### config.mk
export PLATFORM = sky130hd
export DESIGN_NAME = cetc_top
export DESIGN_NICKNAME = d
export VERILOG_FILES = /design/src/design/cetc_etu_gen.v /design/src/design/cetc_top.v
export VERILOG_INCLUDE_DIRS = /design/src /design/src/design
export SDC_FILE = /design/constraint.sdc
export NUM_CORES = 1
export LEC_CHECK = 0
export BUFFER_PORTS_ARGS = -buffer_cell sky130_fd_sc_hd__buf_2
export CAP_MARGIN = 10
export CORE_UTILIZATION = 30
export CTS_CLUSTER_DIAMETER = 80
export DETAILED_ROUTE_END_ITERATION = 6
export HOLD_SLACK_MARGIN = 0.15
export MAX_ROUTING_LAYER = met4
export PLACE_DENSITY = 0.46
export SYNTH_ARGS = -nofsm -noshare
export SYNTH_HDL_FRONTEND = slang
export SYNTH_SLANG_ARGS = --single-unit
### constraint.sdc
create_clock -name i_mclk -period 3.82 [get_ports i_mclk]
set_input_delay 0 -clock i_mclk [delete_from_list [all_inputs] [get_ports i_mclk]]
set_output_delay 0 -clock i_mclk [all_outputs]
set_load 0.005 [all_outputs]
### src/design/cetc_defs.vh
`ifndef CETC_DEFS_VH
`define CETC_DEFS_VH

// ==========================================================================
// Register byte addresses.
`define CETC_ADDR_CFG 8'h08
`define CETC_ADDR_RL_LOW 8'h0C
`define CETC_ADDR_RL_MID 8'h10
`define CETC_ADDR_RL_HIGH 8'h14
`define CETC_ADDR_STATUS 8'h18
`define CETC_ADDR_MASK 8'h1C
`define CETC_ADDR_ETU_DIV 8'h20

// ==========================================================================
// Status and mask bit positions.
`define CETC_BIT_LOW_EXP 0
`define CETC_BIT_WIDE_EXP 1
`define CETC_BIT_LOW_RUN 4
`define CETC_BIT_WIDE_RUN 5

// ==========================================================================
// Configuration codes.
`define CETC_CODE_STOP 8'h00
`define CETC_CODE_05 8'h05
`define CETC_CODE_65 8'h65
`define CETC_CODE_71 8'h71
`define CETC_CODE_75 8'h75
`define CETC_CODE_7C 8'h7C
`define CETC_CODE_85 8'h85
`define CETC_CODE_E5 8'hE5
`define CETC_CODE_F1 8'hF1
`define CETC_CODE_F5 8'hF5

// ==========================================================================
// Reset values and timing counts.
`define CETC_RST_CFG 8'h00
`define CETC_RST_RELOAD 8'h00
`define CETC_RST_MASK 2'h0
`define CETC_RST_ETU_DIV 16'h0174
`define CETC_CUT_ETU 4'hC
`define CETC_FRAME_ETU 4'hA

`endif

### src/design/cetc_etu_gen.v
`timescale 1ns/1ps
`include "cetc_defs.vh"

module cetc_etu_gen (
    // Clock and reset.
    input wire i_mclk,
    input wire i_rstn,
    // Clocks per elementary time unit.
    input wire [15:0] i_div,
    // Card line.
    input wire i_card_io,
    input wire i_card_tx,
    // Events.
    output wire o_start,
    output wire o_start_rx,
    output wire o_tick
);

    // ======================================================================
    // Start-bit detection.
    // Falling edges inside a character are data, not start-bits, so the
    // detector is blanked for one character frame after each start.
    reg io_prev_q;
    reg [3:0] blank_q;
    reg [15:0] ph_q;
    wire [15:0] div_m1;

    assign o_start = io_prev_q & ~i_card_io & (blank_q == 4'h0);
    assign o_start_rx = o_start & ~i_card_tx;

    // ======================================================================
    // ETU tick, phase aligned to the last start-bit.
    assign div_m1 = (i_div == 16'h0000) ? 16'h0000 : i_div - 16'h0001;
    assign o_tick = ~o_start & (ph_q >= div_m1);

    always @(posedge i_mclk or negedge i_rstn) begin
        if (!i_rstn) begin
            io_prev_q <= 1'b1;
            blank_q <= 4'h0;
            ph_q <= 16'h0000;
        end else begin
            io_prev_q <= i_card_io;
            if (o_start) begin
                blank_q <= `CETC_FRAME_ETU;
                ph_q <= 16'h0000;
            end else if (o_tick) begin
                ph_q <= 16'h0000;
                if (blank_q != 4'h0) begin
                    blank_q <= blank_q - 4'h1;
                end
            end else begin
                ph_q <= ph_q + 16'h0001;
            end
        end
    end

endmodule // cetc_etu_gen

### src/design/cetc_top.v
// What this block does
// RULE_01 - Code 75: 8-bit reload plus 16-bit counter.
// RULE_02 - Code 75: low starts at first start-bit.
// RULE_03 - Low expiry: interrupt, flag, automatic restart.
// RULE_04 - Software keeps low reload steady while counting.
// RULE_05 - Code 75: wide counter starts, restarts per start-bit.
// RULE_06 - New reloads apply only at next start-bit.
// RULE_07 - Writing 00h stops all counters.
// RULE_08 - Software avoids all-zero reloads in retrigger modes.
// RULE_09 - Code 7C: one 24-bit retriggered counter.
// RULE_10 - Code 85: like 05, stop 12 ETU after receive.
// RULE_11 - Code E5: like 65, low stops after 12 ETU.
// RULE_12 - Code F1: like 71, wide stops after 12 ETU.
// RULE_13 - Code F5: like 75, both stop after 12 ETU.
// RULE_14 - Code 05: only low counter runs, auto-reload.
// RULE_15 - Code 65: wide starts on write, expiry flags.
// RULE_16 - Code 71: low stopped, wide retriggered by start-bits.
// RULE_17 - Configuration register read/write at address 8h.
// RULE_18 - Counters advance once per ETU.
// RULE_19 - Retriggered wide expiry raises interrupt and flag.
`timescale 1ns/1ps
`include "cetc_defs.vh"

module cetc_top #(
    parameter [15:0] ETU_DIV_RST = `CETC_RST_ETU_DIV
) (
    // Clock and reset.
    input wire i_mclk,
    input wire i_rstn,
    // APB slave.
    input wire i_psel,
    input wire i_penable,
    input wire i_pwrite,
    input wire [7:0] i_paddr,
    input wire [31:0] i_pwdata,
    output wire [31:0] o_prdata,
    output wire o_pready,
    output wire o_pslverr,
    // Card line.
    input wire i_card_io,
    input wire i_card_tx,
    // Interrupt.
    output wire o_irq
);

    // ======================================================================
    // Mode decode.
    // Bits: 0 low used, 1 low starts on write, 2 wide starts on write,
    // 3 wide retriggered, 4 joined 24-bit, 5 cut low, 6 cut wide,
    // 7 cut waits for a received start-bit.
    function [7:0] mode_bits;
        input [7:0] c;
        begin
            case (c)
                `CETC_CODE_05: mode_bits = 8'b0000_0011;
                `CETC_CODE_85: mode_bits = 8'b1110_0011;
                `CETC_CODE_65: mode_bits = 8'b0000_0101;
                `CETC_CODE_E5: mode_bits = 8'b0010_0101;
                `CETC_CODE_71: mode_bits = 8'b0000_1000;
                `CETC_CODE_F1: mode_bits = 8'b0100_1000;
                `CETC_CODE_75: mode_bits = 8'b0000_1001;
                `CETC_CODE_F5: mode_bits = 8'b0110_1001;
                `CETC_CODE_7C: mode_bits = 8'b0001_0000;
                default: mode_bits = 8'b0000_0000;
            endcase
        end
    endfunction

    localparam [3:0] CUT_IDLE = 4'b0001;
    localparam [3:0] CUT_ARM = 4'b0010;
    localparam [3:0] CUT_RUN = 4'b0100;
    localparam [3:0] CUT_DONE = 4'b1000;

    // ======================================================================
    // Declarations.
    reg [7:0] cfg_q;
    reg [7:0] rl_low_q;
    reg [7:0] rl_mid_q;
    reg [7:0] rl_high_q;
    reg [1:0] sts_q;
    reg [1:0] msk_q;
    reg [15:0] div_q;
    reg [31:0] prdata_q;
    reg [7:0] cnt_low_q;
    reg [15:0] cnt_wide_q;
    reg low_run_q;
    reg low_arm_q;
    reg wide_run_q;
    reg [3:0] cut_st_q;
    reg [3:0] cut_cnt_q;
    reg [31:0] rd_mux;
    wire setup;
    wire access;
    wire wr;
    wire rd;
    wire hit_cfg;
    wire hit_low;
    wire hit_mid;
    wire hit_high;
    wire hit_sts;
    wire hit_msk;
    wire hit_div;
    wire map_ok;
    wire cfg_wr;
    wire [7:0] mw;
    wire [7:0] mc;
    wire start;
    wire start_rx;
    wire tick;
    wire cut_start;
    wire cut_stop;
    wire [23:0] cnt24;
    wire low_exp;
    wire wide_exp;
    wire [1:0] sts_set;
    wire [1:0] sts_clr;

    // ======================================================================
    // APB decode.
    assign setup = i_psel & ~i_penable;
    assign access = i_psel & i_penable;
    assign wr = access & i_pwrite;
    assign rd = access & ~i_pwrite;
    assign hit_cfg = (i_paddr == `CETC_ADDR_CFG); // see RULE_17
    assign hit_low = (i_paddr == `CETC_ADDR_RL_LOW);
    assign hit_mid = (i_paddr == `CETC_ADDR_RL_MID);
    assign hit_high = (i_paddr == `CETC_ADDR_RL_HIGH);
    assign hit_sts = (i_paddr == `CETC_ADDR_STATUS);
    assign hit_msk = (i_paddr == `CETC_ADDR_MASK);
    assign hit_div = (i_paddr == `CETC_ADDR_ETU_DIV);
    assign map_ok = hit_cfg | hit_low | hit_mid | hit_high | hit_sts |
                    hit_msk | hit_div;
    assign cfg_wr = wr & hit_cfg;
    assign o_pready = access;
    assign o_pslverr = access & ~map_ok;
    assign o_prdata = prdata_q;

    always @* begin
        rd_mux = 32'h0000_0000;
        case (1'b1)
            hit_cfg: rd_mux[7:0] = cfg_q; // see RULE_17
            hit_low: rd_mux[7:0] = rl_low_q;
            hit_mid: rd_mux[7:0] = rl_mid_q;
            hit_high: rd_mux[7:0] = rl_high_q;
            hit_sts: begin
                rd_mux[1:0] = sts_q;
                rd_mux[`CETC_BIT_LOW_RUN] = low_run_q;
                rd_mux[`CETC_BIT_WIDE_RUN] = wide_run_q;
            end
            hit_msk: rd_mux[1:0] = msk_q;
            hit_div: rd_mux[15:0] = div_q;
            default: rd_mux = 32'h0000_0000;
        endcase
    end

    // ======================================================================
    // Register file.
    // Read data is captured in the setup cycle, so a read-clear only
    // clears the flags that software actually saw; a flag set later is
    // kept for the next read.
    assign sts_set = {wide_exp, low_exp};
    assign sts_clr = (rd & hit_sts) ? prdata_q[1:0] : 2'b00;

    always @(posedge i_mclk or negedge i_rstn) begin
        if (!i_rstn) begin
            cfg_q <= `CETC_RST_CFG;
            rl_low_q <= `CETC_RST_RELOAD;
            rl_mid_q <= `CETC_RST_RELOAD;
            rl_high_q <= `CETC_RST_RELOAD;
            msk_q <= `CETC_RST_MASK;
            div_q <= ETU_DIV_RST;
            sts_q <= 2'b00;
            prdata_q <= 32'h0000_0000;
        end else begin
            if (setup) begin
                prdata_q <= rd_mux;
            end
            if (cfg_wr) begin
                cfg_q <= i_pwdata[7:0]; // see RULE_17
            end
            if (wr & hit_low) begin
                rl_low_q <= i_pwdata[7:0]; // see RULE_04
            end
            if (wr & hit_mid) begin
                rl_mid_q <= i_pwdata[7:0];
            end
            if (wr & hit_high) begin
                rl_high_q <= i_pwdata[7:0];
            end
            if (wr & hit_msk) begin
                msk_q <= i_pwdata[1:0];
            end
            if (wr & hit_div) begin
                div_q <= i_pwdata[15:0];
            end
            sts_q <= (sts_q & ~sts_clr) | sts_set; // see RULE_03, RULE_15
        end
    end

    assign o_irq = |(sts_q & msk_q);

    // ======================================================================
    // ETU timing and start-bit events.
    cetc_etu_gen u_etu (
        .i_mclk(i_mclk),
        .i_rstn(i_rstn),
        .i_div(div_q),
        .i_card_io(i_card_io),
        .i_card_tx(i_card_tx),
        .o_start(start),
        .o_start_rx(start_rx),
        .o_tick(tick)
    );

    // ======================================================================
    // Counters.
    assign mw = mode_bits(i_pwdata[7:0]);
    assign mc = mode_bits(cfg_q);
    assign cnt24 = {cnt_wide_q, cnt_low_q};
    assign cut_start = (cut_st_q == CUT_ARM) &
                       (mc[7] ? start_rx : start); // see RULE_10
    assign cut_stop = (cut_st_q == CUT_RUN) & tick &
                      (cut_cnt_q == `CETC_CUT_ETU - 4'h1);
    assign low_exp = ~cfg_wr & tick & low_run_q & ~mc[4] &
                     (cnt_low_q <= 8'h01); // see RULE_03
    assign wide_exp = ~cfg_wr & tick & wide_run_q &
                      (mc[4] ? (cnt24 <= 24'h00_0001) :
                       (cnt_wide_q <= 16'h0001)); // see RULE_15, RULE_19

    always @(posedge i_mclk or negedge i_rstn) begin
        if (!i_rstn) begin
            cnt_low_q <= 8'h00;
            cnt_wide_q <= 16'h0000;
            low_run_q <= 1'b0;
            low_arm_q <= 1'b0;
            wide_run_q <= 1'b0;
            cut_st_q <= CUT_IDLE;
            cut_cnt_q <= 4'h0;
        end else if (cfg_wr) begin
            // A code of 00h or any unlisted code decodes to all zero.
            low_run_q <= mw[0] & mw[1]; // see RULE_07, RULE_14, RULE_10
            low_arm_q <= mw[0] & ~mw[1]; // see RULE_02
            cnt_low_q <= rl_low_q;
            wide_run_q <= mw[2]; // see RULE_07, RULE_15, RULE_16
            cnt_wide_q <= {rl_high_q, rl_mid_q};
            cut_cnt_q <= 4'h0;
            cut_st_q <= (mw[5] | mw[6]) ? CUT_ARM : CUT_IDLE;
        end else begin
            case (cut_st_q)
                CUT_IDLE: cut_st_q <= CUT_IDLE;
                CUT_ARM: begin
                    if (cut_start) begin
                        cut_st_q <= CUT_RUN;
                        cut_cnt_q <= 4'h0;
                    end
                end
                CUT_RUN: begin
                    if (cut_stop) begin
                        cut_st_q <= CUT_DONE; // see RULE_11, RULE_12, RULE_13
                    end else if (tick) begin
                        cut_cnt_q <= cut_cnt_q + 4'h1;
                    end
                end
                CUT_DONE: cut_st_q <= CUT_DONE;
                default: cut_st_q <= CUT_IDLE;
            endcase
            if (start & (cut_st_q != CUT_DONE)) begin
                // Apart from a configuration write and a low expiry, reloads are sampled
                // only here, so in the retriggered modes a wide reload written mid-count waits for the next start-bit.
                if (low_arm_q) begin
                    low_arm_q <= 1'b0;
                    low_run_q <= 1'b1; // see RULE_02
                    cnt_low_q <= rl_low_q;
                end
                if (mc[3]) begin
                    wide_run_q <= 1'b1; // see RULE_05, RULE_16, RULE_08
                    cnt_wide_q <= {rl_high_q, rl_mid_q}; // see RULE_06
                end
                if (mc[4]) begin
                    wide_run_q <= 1'b1; // see RULE_09, RULE_08
                    cnt_wide_q <= {rl_high_q, rl_mid_q}; // see RULE_06
                    cnt_low_q <= rl_low_q;
                end
            end else if (tick) begin
                if (low_run_q & ~mc[4]) begin
                    if (low_exp) begin
                        cnt_low_q <= rl_low_q; // see RULE_03, RULE_01
                    end else begin
                        cnt_low_q <= cnt_low_q - 8'h01; // see RULE_18
                    end
                end
                if (wide_run_q & ~mc[4]) begin
                    if (wide_exp) begin
                        wide_run_q <= 1'b0; // see RULE_15, RULE_19
                    end else begin
                        cnt_wide_q <= cnt_wide_q - 16'h0001; // see RULE_01
                    end
                end
                if (wide_run_q & mc[4]) begin
                    if (wide_exp) begin
                        wide_run_q <= 1'b0; // see RULE_19
                    end else begin
                        {cnt_wide_q, cnt_low_q} <= cnt24 - 24'h00_0001;
                    end
                end
            end
            // The cut tick still advances a counter that the cut spares,
            // so the stop is applied last and wins for the others.
            if (cut_stop) begin
                if (mc[5]) begin
                    low_run_q <= 1'b0; // see RULE_10, RULE_11, RULE_13
                    low_arm_q <= 1'b0;
                end
                if (mc[6]) begin
                    wide_run_q <= 1'b0; // see RULE_12, RULE_13
                end
            end
        end
    end

endmodule // cetc_top

==> metrics.sh <==
SYN-CELL-AREA_UM2=7600
PLACEMENT.IO_BUFFERS=49
PLACED_CELLS=1230
LAYOUT_COMMONEST_CELL='sky130_fd_sc_hd__dfrtp_1'
FINALWIRELENGTH_UM=23500
CLK_ROOT_BUFFER_CELL='sky130_fd_sc_hd__clkbuf_16'
SYNTH_SIMPLE_GATE_AREA_SHARE_PCT=23.3
FAILED_CHECKS='setup timing'
WORST_HOLD_PATH_TYPE='in -> async'
FP.DIEAREA_UM2=26000
R2R_CELLS=19
POWER-PER-CELL-AREA_nW_PER_UM2=465
FLOORPLAN.INITIALDENSITY_PCT=30.9
SYNTHDOMINANTAREACELLTYPE='sky130_fd_sc_hd__dfrtp_1'
FINAL_MIN_PERIOD_OVER_CLOCK_PERIOD_PCT=109
GP_ROUTABILITY_CONGESTION=0.831
POWER.IR.VDD_WORST_V=0.000269
SYNTH-XOR-AREA-SHARE_PCT=3.80
ROW_COUNT=57
DESIGN.PORTCOUNT=82
CLK-INSERTION-DELAY-LATE_PS=430
SETUP.WORST_PATH.START_CLASS='flop'
CLOCK_SINKS=124
YOSYSUNIQUECELLTYPES=81
FINAL_NET_COUNT=1046
YS_SEQ_ELEMENTS=124
WORST_SETUP_HOLD_PATH_CLK_SLEW_PS=70
CAP_VIOLATIONS=0
FINAL_PERIOD_MINUS_WORST_SETUP_SLACK_PS=4180
FIN_SETUP_TNS_PS=-10190
CTS_BUFFERS=17
SETUP_SLACK_PS=-363
CTS.PATH.MAX_BUFFERS=2
CLOCK.FMAX_MHz=239
YOSYS-TOP-CELLS-AREA='sky130_fd_sc_hd__dfrtp_1 (39%), sky130_fd_sc_hd__mux2_2 (6.7%), sky130_fd_sc_hd__nand2_1 (5.3%)'
CLOCK_SKEW_PS=15.2
GLOBAL_ROUTE.USAGE.TOTAL_PCT=19.3
AREA_GROWTH_PCT=32.9
SYNTH.AREA.MUX_SHARE_PCT=7.46
SYNTH_SEQUENTIAL_AREA_RATIO_PCT=40.9
FLIP_FLOP_AND_LATCH_AREA_UM2=3110
SYNTH.AVG_CELL_AREA_UM2=9.12
MOST-COMMON-LAYOUT-CELLS='sky130_fd_sc_hd__dfrtp_1 (117), sky130_fd_sc_hd__nand2_1 (101), sky130_fd_sc_hd__nor2_1 (73)'
INSERTEDDIODECOUNT=0
USE_MET3_PCT=3.21
CRITPATHLAUNCH='div_q[3]'
VIA_COUNT=6750
FRACTION_OF_THE_MAPPED_NETLIST_AREA_IN_COMPOUND_GATES_PCT=15.0
STATIC_LEAKAGE_uW=0.00453
SLEW_HEADROOM_PCT=28.8
TIMING.FINAL.HOLD_VIOLATIONS=0
POST-LAYOUT-TOTAL-POWER_uW=4700
SYNTH_EDF_COUNT=0
GLOBAL_ROUTE.PEAK_USAGE_LAYER='met2'
DIE-WIDTH_UM=161
GLOBAL_ROUTE.OVERFLOW_TOTAL=0
PLACE_HPWL_UM=17000
MAXSLEWVIOLCOUNT=0
WORST_PIN_SLEW_PS=1050
FRACTION_OF_LAYOUT_CELLS_WITH_A_SIZE_SUFFIX_ABOVE_1_PCT=31.1
SETUP_VIOL=38
SETUP.WORST_PATH.END_CLASS='flop'
AREA_SHARE_OF_FA_HA_MAJ_CELLS_AFTER_SYNTHESIS_PCT=4.45
DIE_H_UM=161
ANTENNA_VIOLATIONS_BEFORE_REPAIR=0
CP_DATA_ARRIVAL_TIME_PS=4490
SYNTH_TOP_AREA_SHARE_PCT=38.5
NUMBER_OF_VIAS_PER_CELL_AFTER_DETAILED_ROUTING=5.16
ROUTE.DETAILED.DRC=0
CLOCK_TREE_FROM_TRITONCTS='done'
WIRE_LENGTH_OF_THE_FIRST_GLOBAL_ROUTING_PASS_UM=37500
CRITICAL_PATH_REQUIRED_PS=4130
GRT_START_MAX_NET_PINS=51
DOMINANT_COMBINATIONAL_CELL_FAMILY_BY_AREA_AFTER_SYNTHESIS='simple AND/OR/NAND/NOR gates'
R2R_SLACK_PS=-360
RR_STARTPOINT='div_q[3]'
MULTI_INPUT_COMB_AREA_UM2=4680
FILL_CELLS=2487
GR-USAGE-MET1_PCT=27.0
DRTITER0DRC=441
DRT_PRE_ANTENNA_ITERS=5
CRITICAL_PATH_PEAK_FANOUT=5
POSTSYNTH.ASYNCRESETSHARE_PCT=100
POST_SYNTHESIS_INSTANCE_TOTAL=833
RUN_STATUS='finished, violations left'
CORE_UM2=24600
YOSYS_WARNINGS=0
MET2_USAGE_PCT=28.3
ROUTEDWLPERCELL_UM=18.0
CRITICAL_PATH_CLASS='reg -> reg'
CTS_MAX_LEVEL=4
RSZ0062_AT_GRT='yes'
SYNTH-MAIN-FF-CELL='sky130_fd_sc_hd__dfrtp_1'
DRTANTENNAVIOLNETS=0
FIRST_GLOBAL_VIAS=6445
FINALNONFILLERCELLS=1309
FIN_UTIL_PCT=41.1
==> power by group <==
part / internal (µW) / total [µW] / switching [µW]
registers: 1430 / 1600 / 177
clock network: 939 / 1650 / 709
logic: 705 / 1450 / 743
==> through the flow <==
step           area, µm²  worst slack, ps  hold slack (ps)
6_report           10100             -363              148
4_1_cts             9830             -413              164
3_3_place_gp        8570             -403             89.6
2_1_floorplan       7720             -135             -296
5_1_grt            10100             -607              209
3_5_place_dp        8570             -461              100
==> state kept, by name (all words and copies together) (netlist names) <==
register and flops:
msk_q 2, cut_st_q 4, wide_run_q 1, u_etu.ph_q 16, rl_low_q 8, o_prdata 16
cnt_low_q 8, u_etu.blank_q 4, low_arm_q 1, div_q 16, rl_high_q 8, cut_cnt_q 4
rl_mid_q 8, cfg_q 8, low_run_q 1, cnt_wide_q 16, u_etu.io_prev_q 1, sts_q 2
==> layout make-up <==
type	count	area share, %
inverter	25	0.929
clock inverter	14	1.47
tap	324	4.01
sequential	124	30.8
multi-input combinational	649	46.3
clock buffer	18	4.35
timing repair buffer	155	12.1
==> worst paths after layout <==
path	endpoint
setup / recovery	cnt_low_q[6]
hold / removal	o_prdata[10]
setup reg to reg	cnt_low_q[6]
hold reg to reg	o_prdata[8]
max in group asynchronous	u_etu.io_prev_q
min in group i_mclk	o_prdata[1]
==> worst max-delay path, stage by stage (launching register included) <==
cell                       delay [ps]
sky130_fd_sc_hd__dfrtp_1          380
sky130_fd_sc_hd__or3_4            390
sky130_fd_sc_hd__or3_4            360
sky130_fd_sc_hd__nor3_4           180
sky130_fd_sc_hd__nand2b_4         100
sky130_fd_sc_hd__nand2b_4         140
sky130_fd_sc_hd__xnor2_1          120
sky130_fd_sc_hd__nand2_1          100
sky130_fd_sc_hd__ha_4             280
sky130_fd_sc_hd__nand4_1          140
sky130_fd_sc_hd__nor3_2           230
sky130_fd_sc_hd__or4b_4           520
sky130_fd_sc_hd__a31oi_4          280
sky130_fd_sc_hd__buf_12           170
sky130_fd_sc_hd__buf_6            100
sky130_fd_sc_hd__nor2_4            40
sky130_fd_sc_hd__nor2_4           110
sky130_fd_sc_hd__buf_6            130
sky130_fd_sc_hd__nand2_1           60
sky130_fd_sc_hd__o221a_2          220
==> routing by layer <==
| metal | up-vias | routed length, µm |
|---|---|---|
| li1 | 3265 | - |
| met3 | 32 | 931 |
| met5 | - | 0 |
| met2 | 165 | 10500 |
| met4 | 0 | 467 |
| met1 | 3288 | 11600 |
==> timing repair <==
| item | in CTS | in global routing |
|---|---|---|
| cloned | 2 | 0 |
| hold buffers | 26 | 0 |
| hold endpoints to repair | 115 | 0 |
| endpoints found under the setup margin | 39 | 55 |
| setup buffers | 11 | 10 |
| pin swaps | 16 | 26 |
| gates resized for setup | 72 | 46 |
==> Yosys cell counts, types with 18 or more instances <==
cell type / count
sky130_fd_sc_hd__dfrtp_1: 117
sky130_fd_sc_hd__nand2_1: 107
sky130_fd_sc_hd__nor2_1: 75
sky130_fd_sc_hd__mux2_2: 45
sky130_fd_sc_hd__a21oi_1: 43
sky130_fd_sc_hd__o21ai_0: 43
sky130_fd_sc_hd__nand3_1: 34
sky130_fd_sc_hd__nor3_1: 30
sky130_fd_sc_hd__ha_1: 27
sky130_fd_sc_hd__inv_1: 25
sky130_fd_sc_hd__clkbuf_1: 19
sky130_fd_sc_hd__xor2_1: 19
sky130_fd_sc_hd__buf_4: 18
==> kinds of logic after synthesis <==
group | after synthesis
other cells | 1
xor+xnor | 33
buf+inv | 76
flops | 124
compound gates | 171
simple gates | 350
fa+ha+maj | 27
mux | 51
Note: power is estimated with default switching activity, not from simulation.
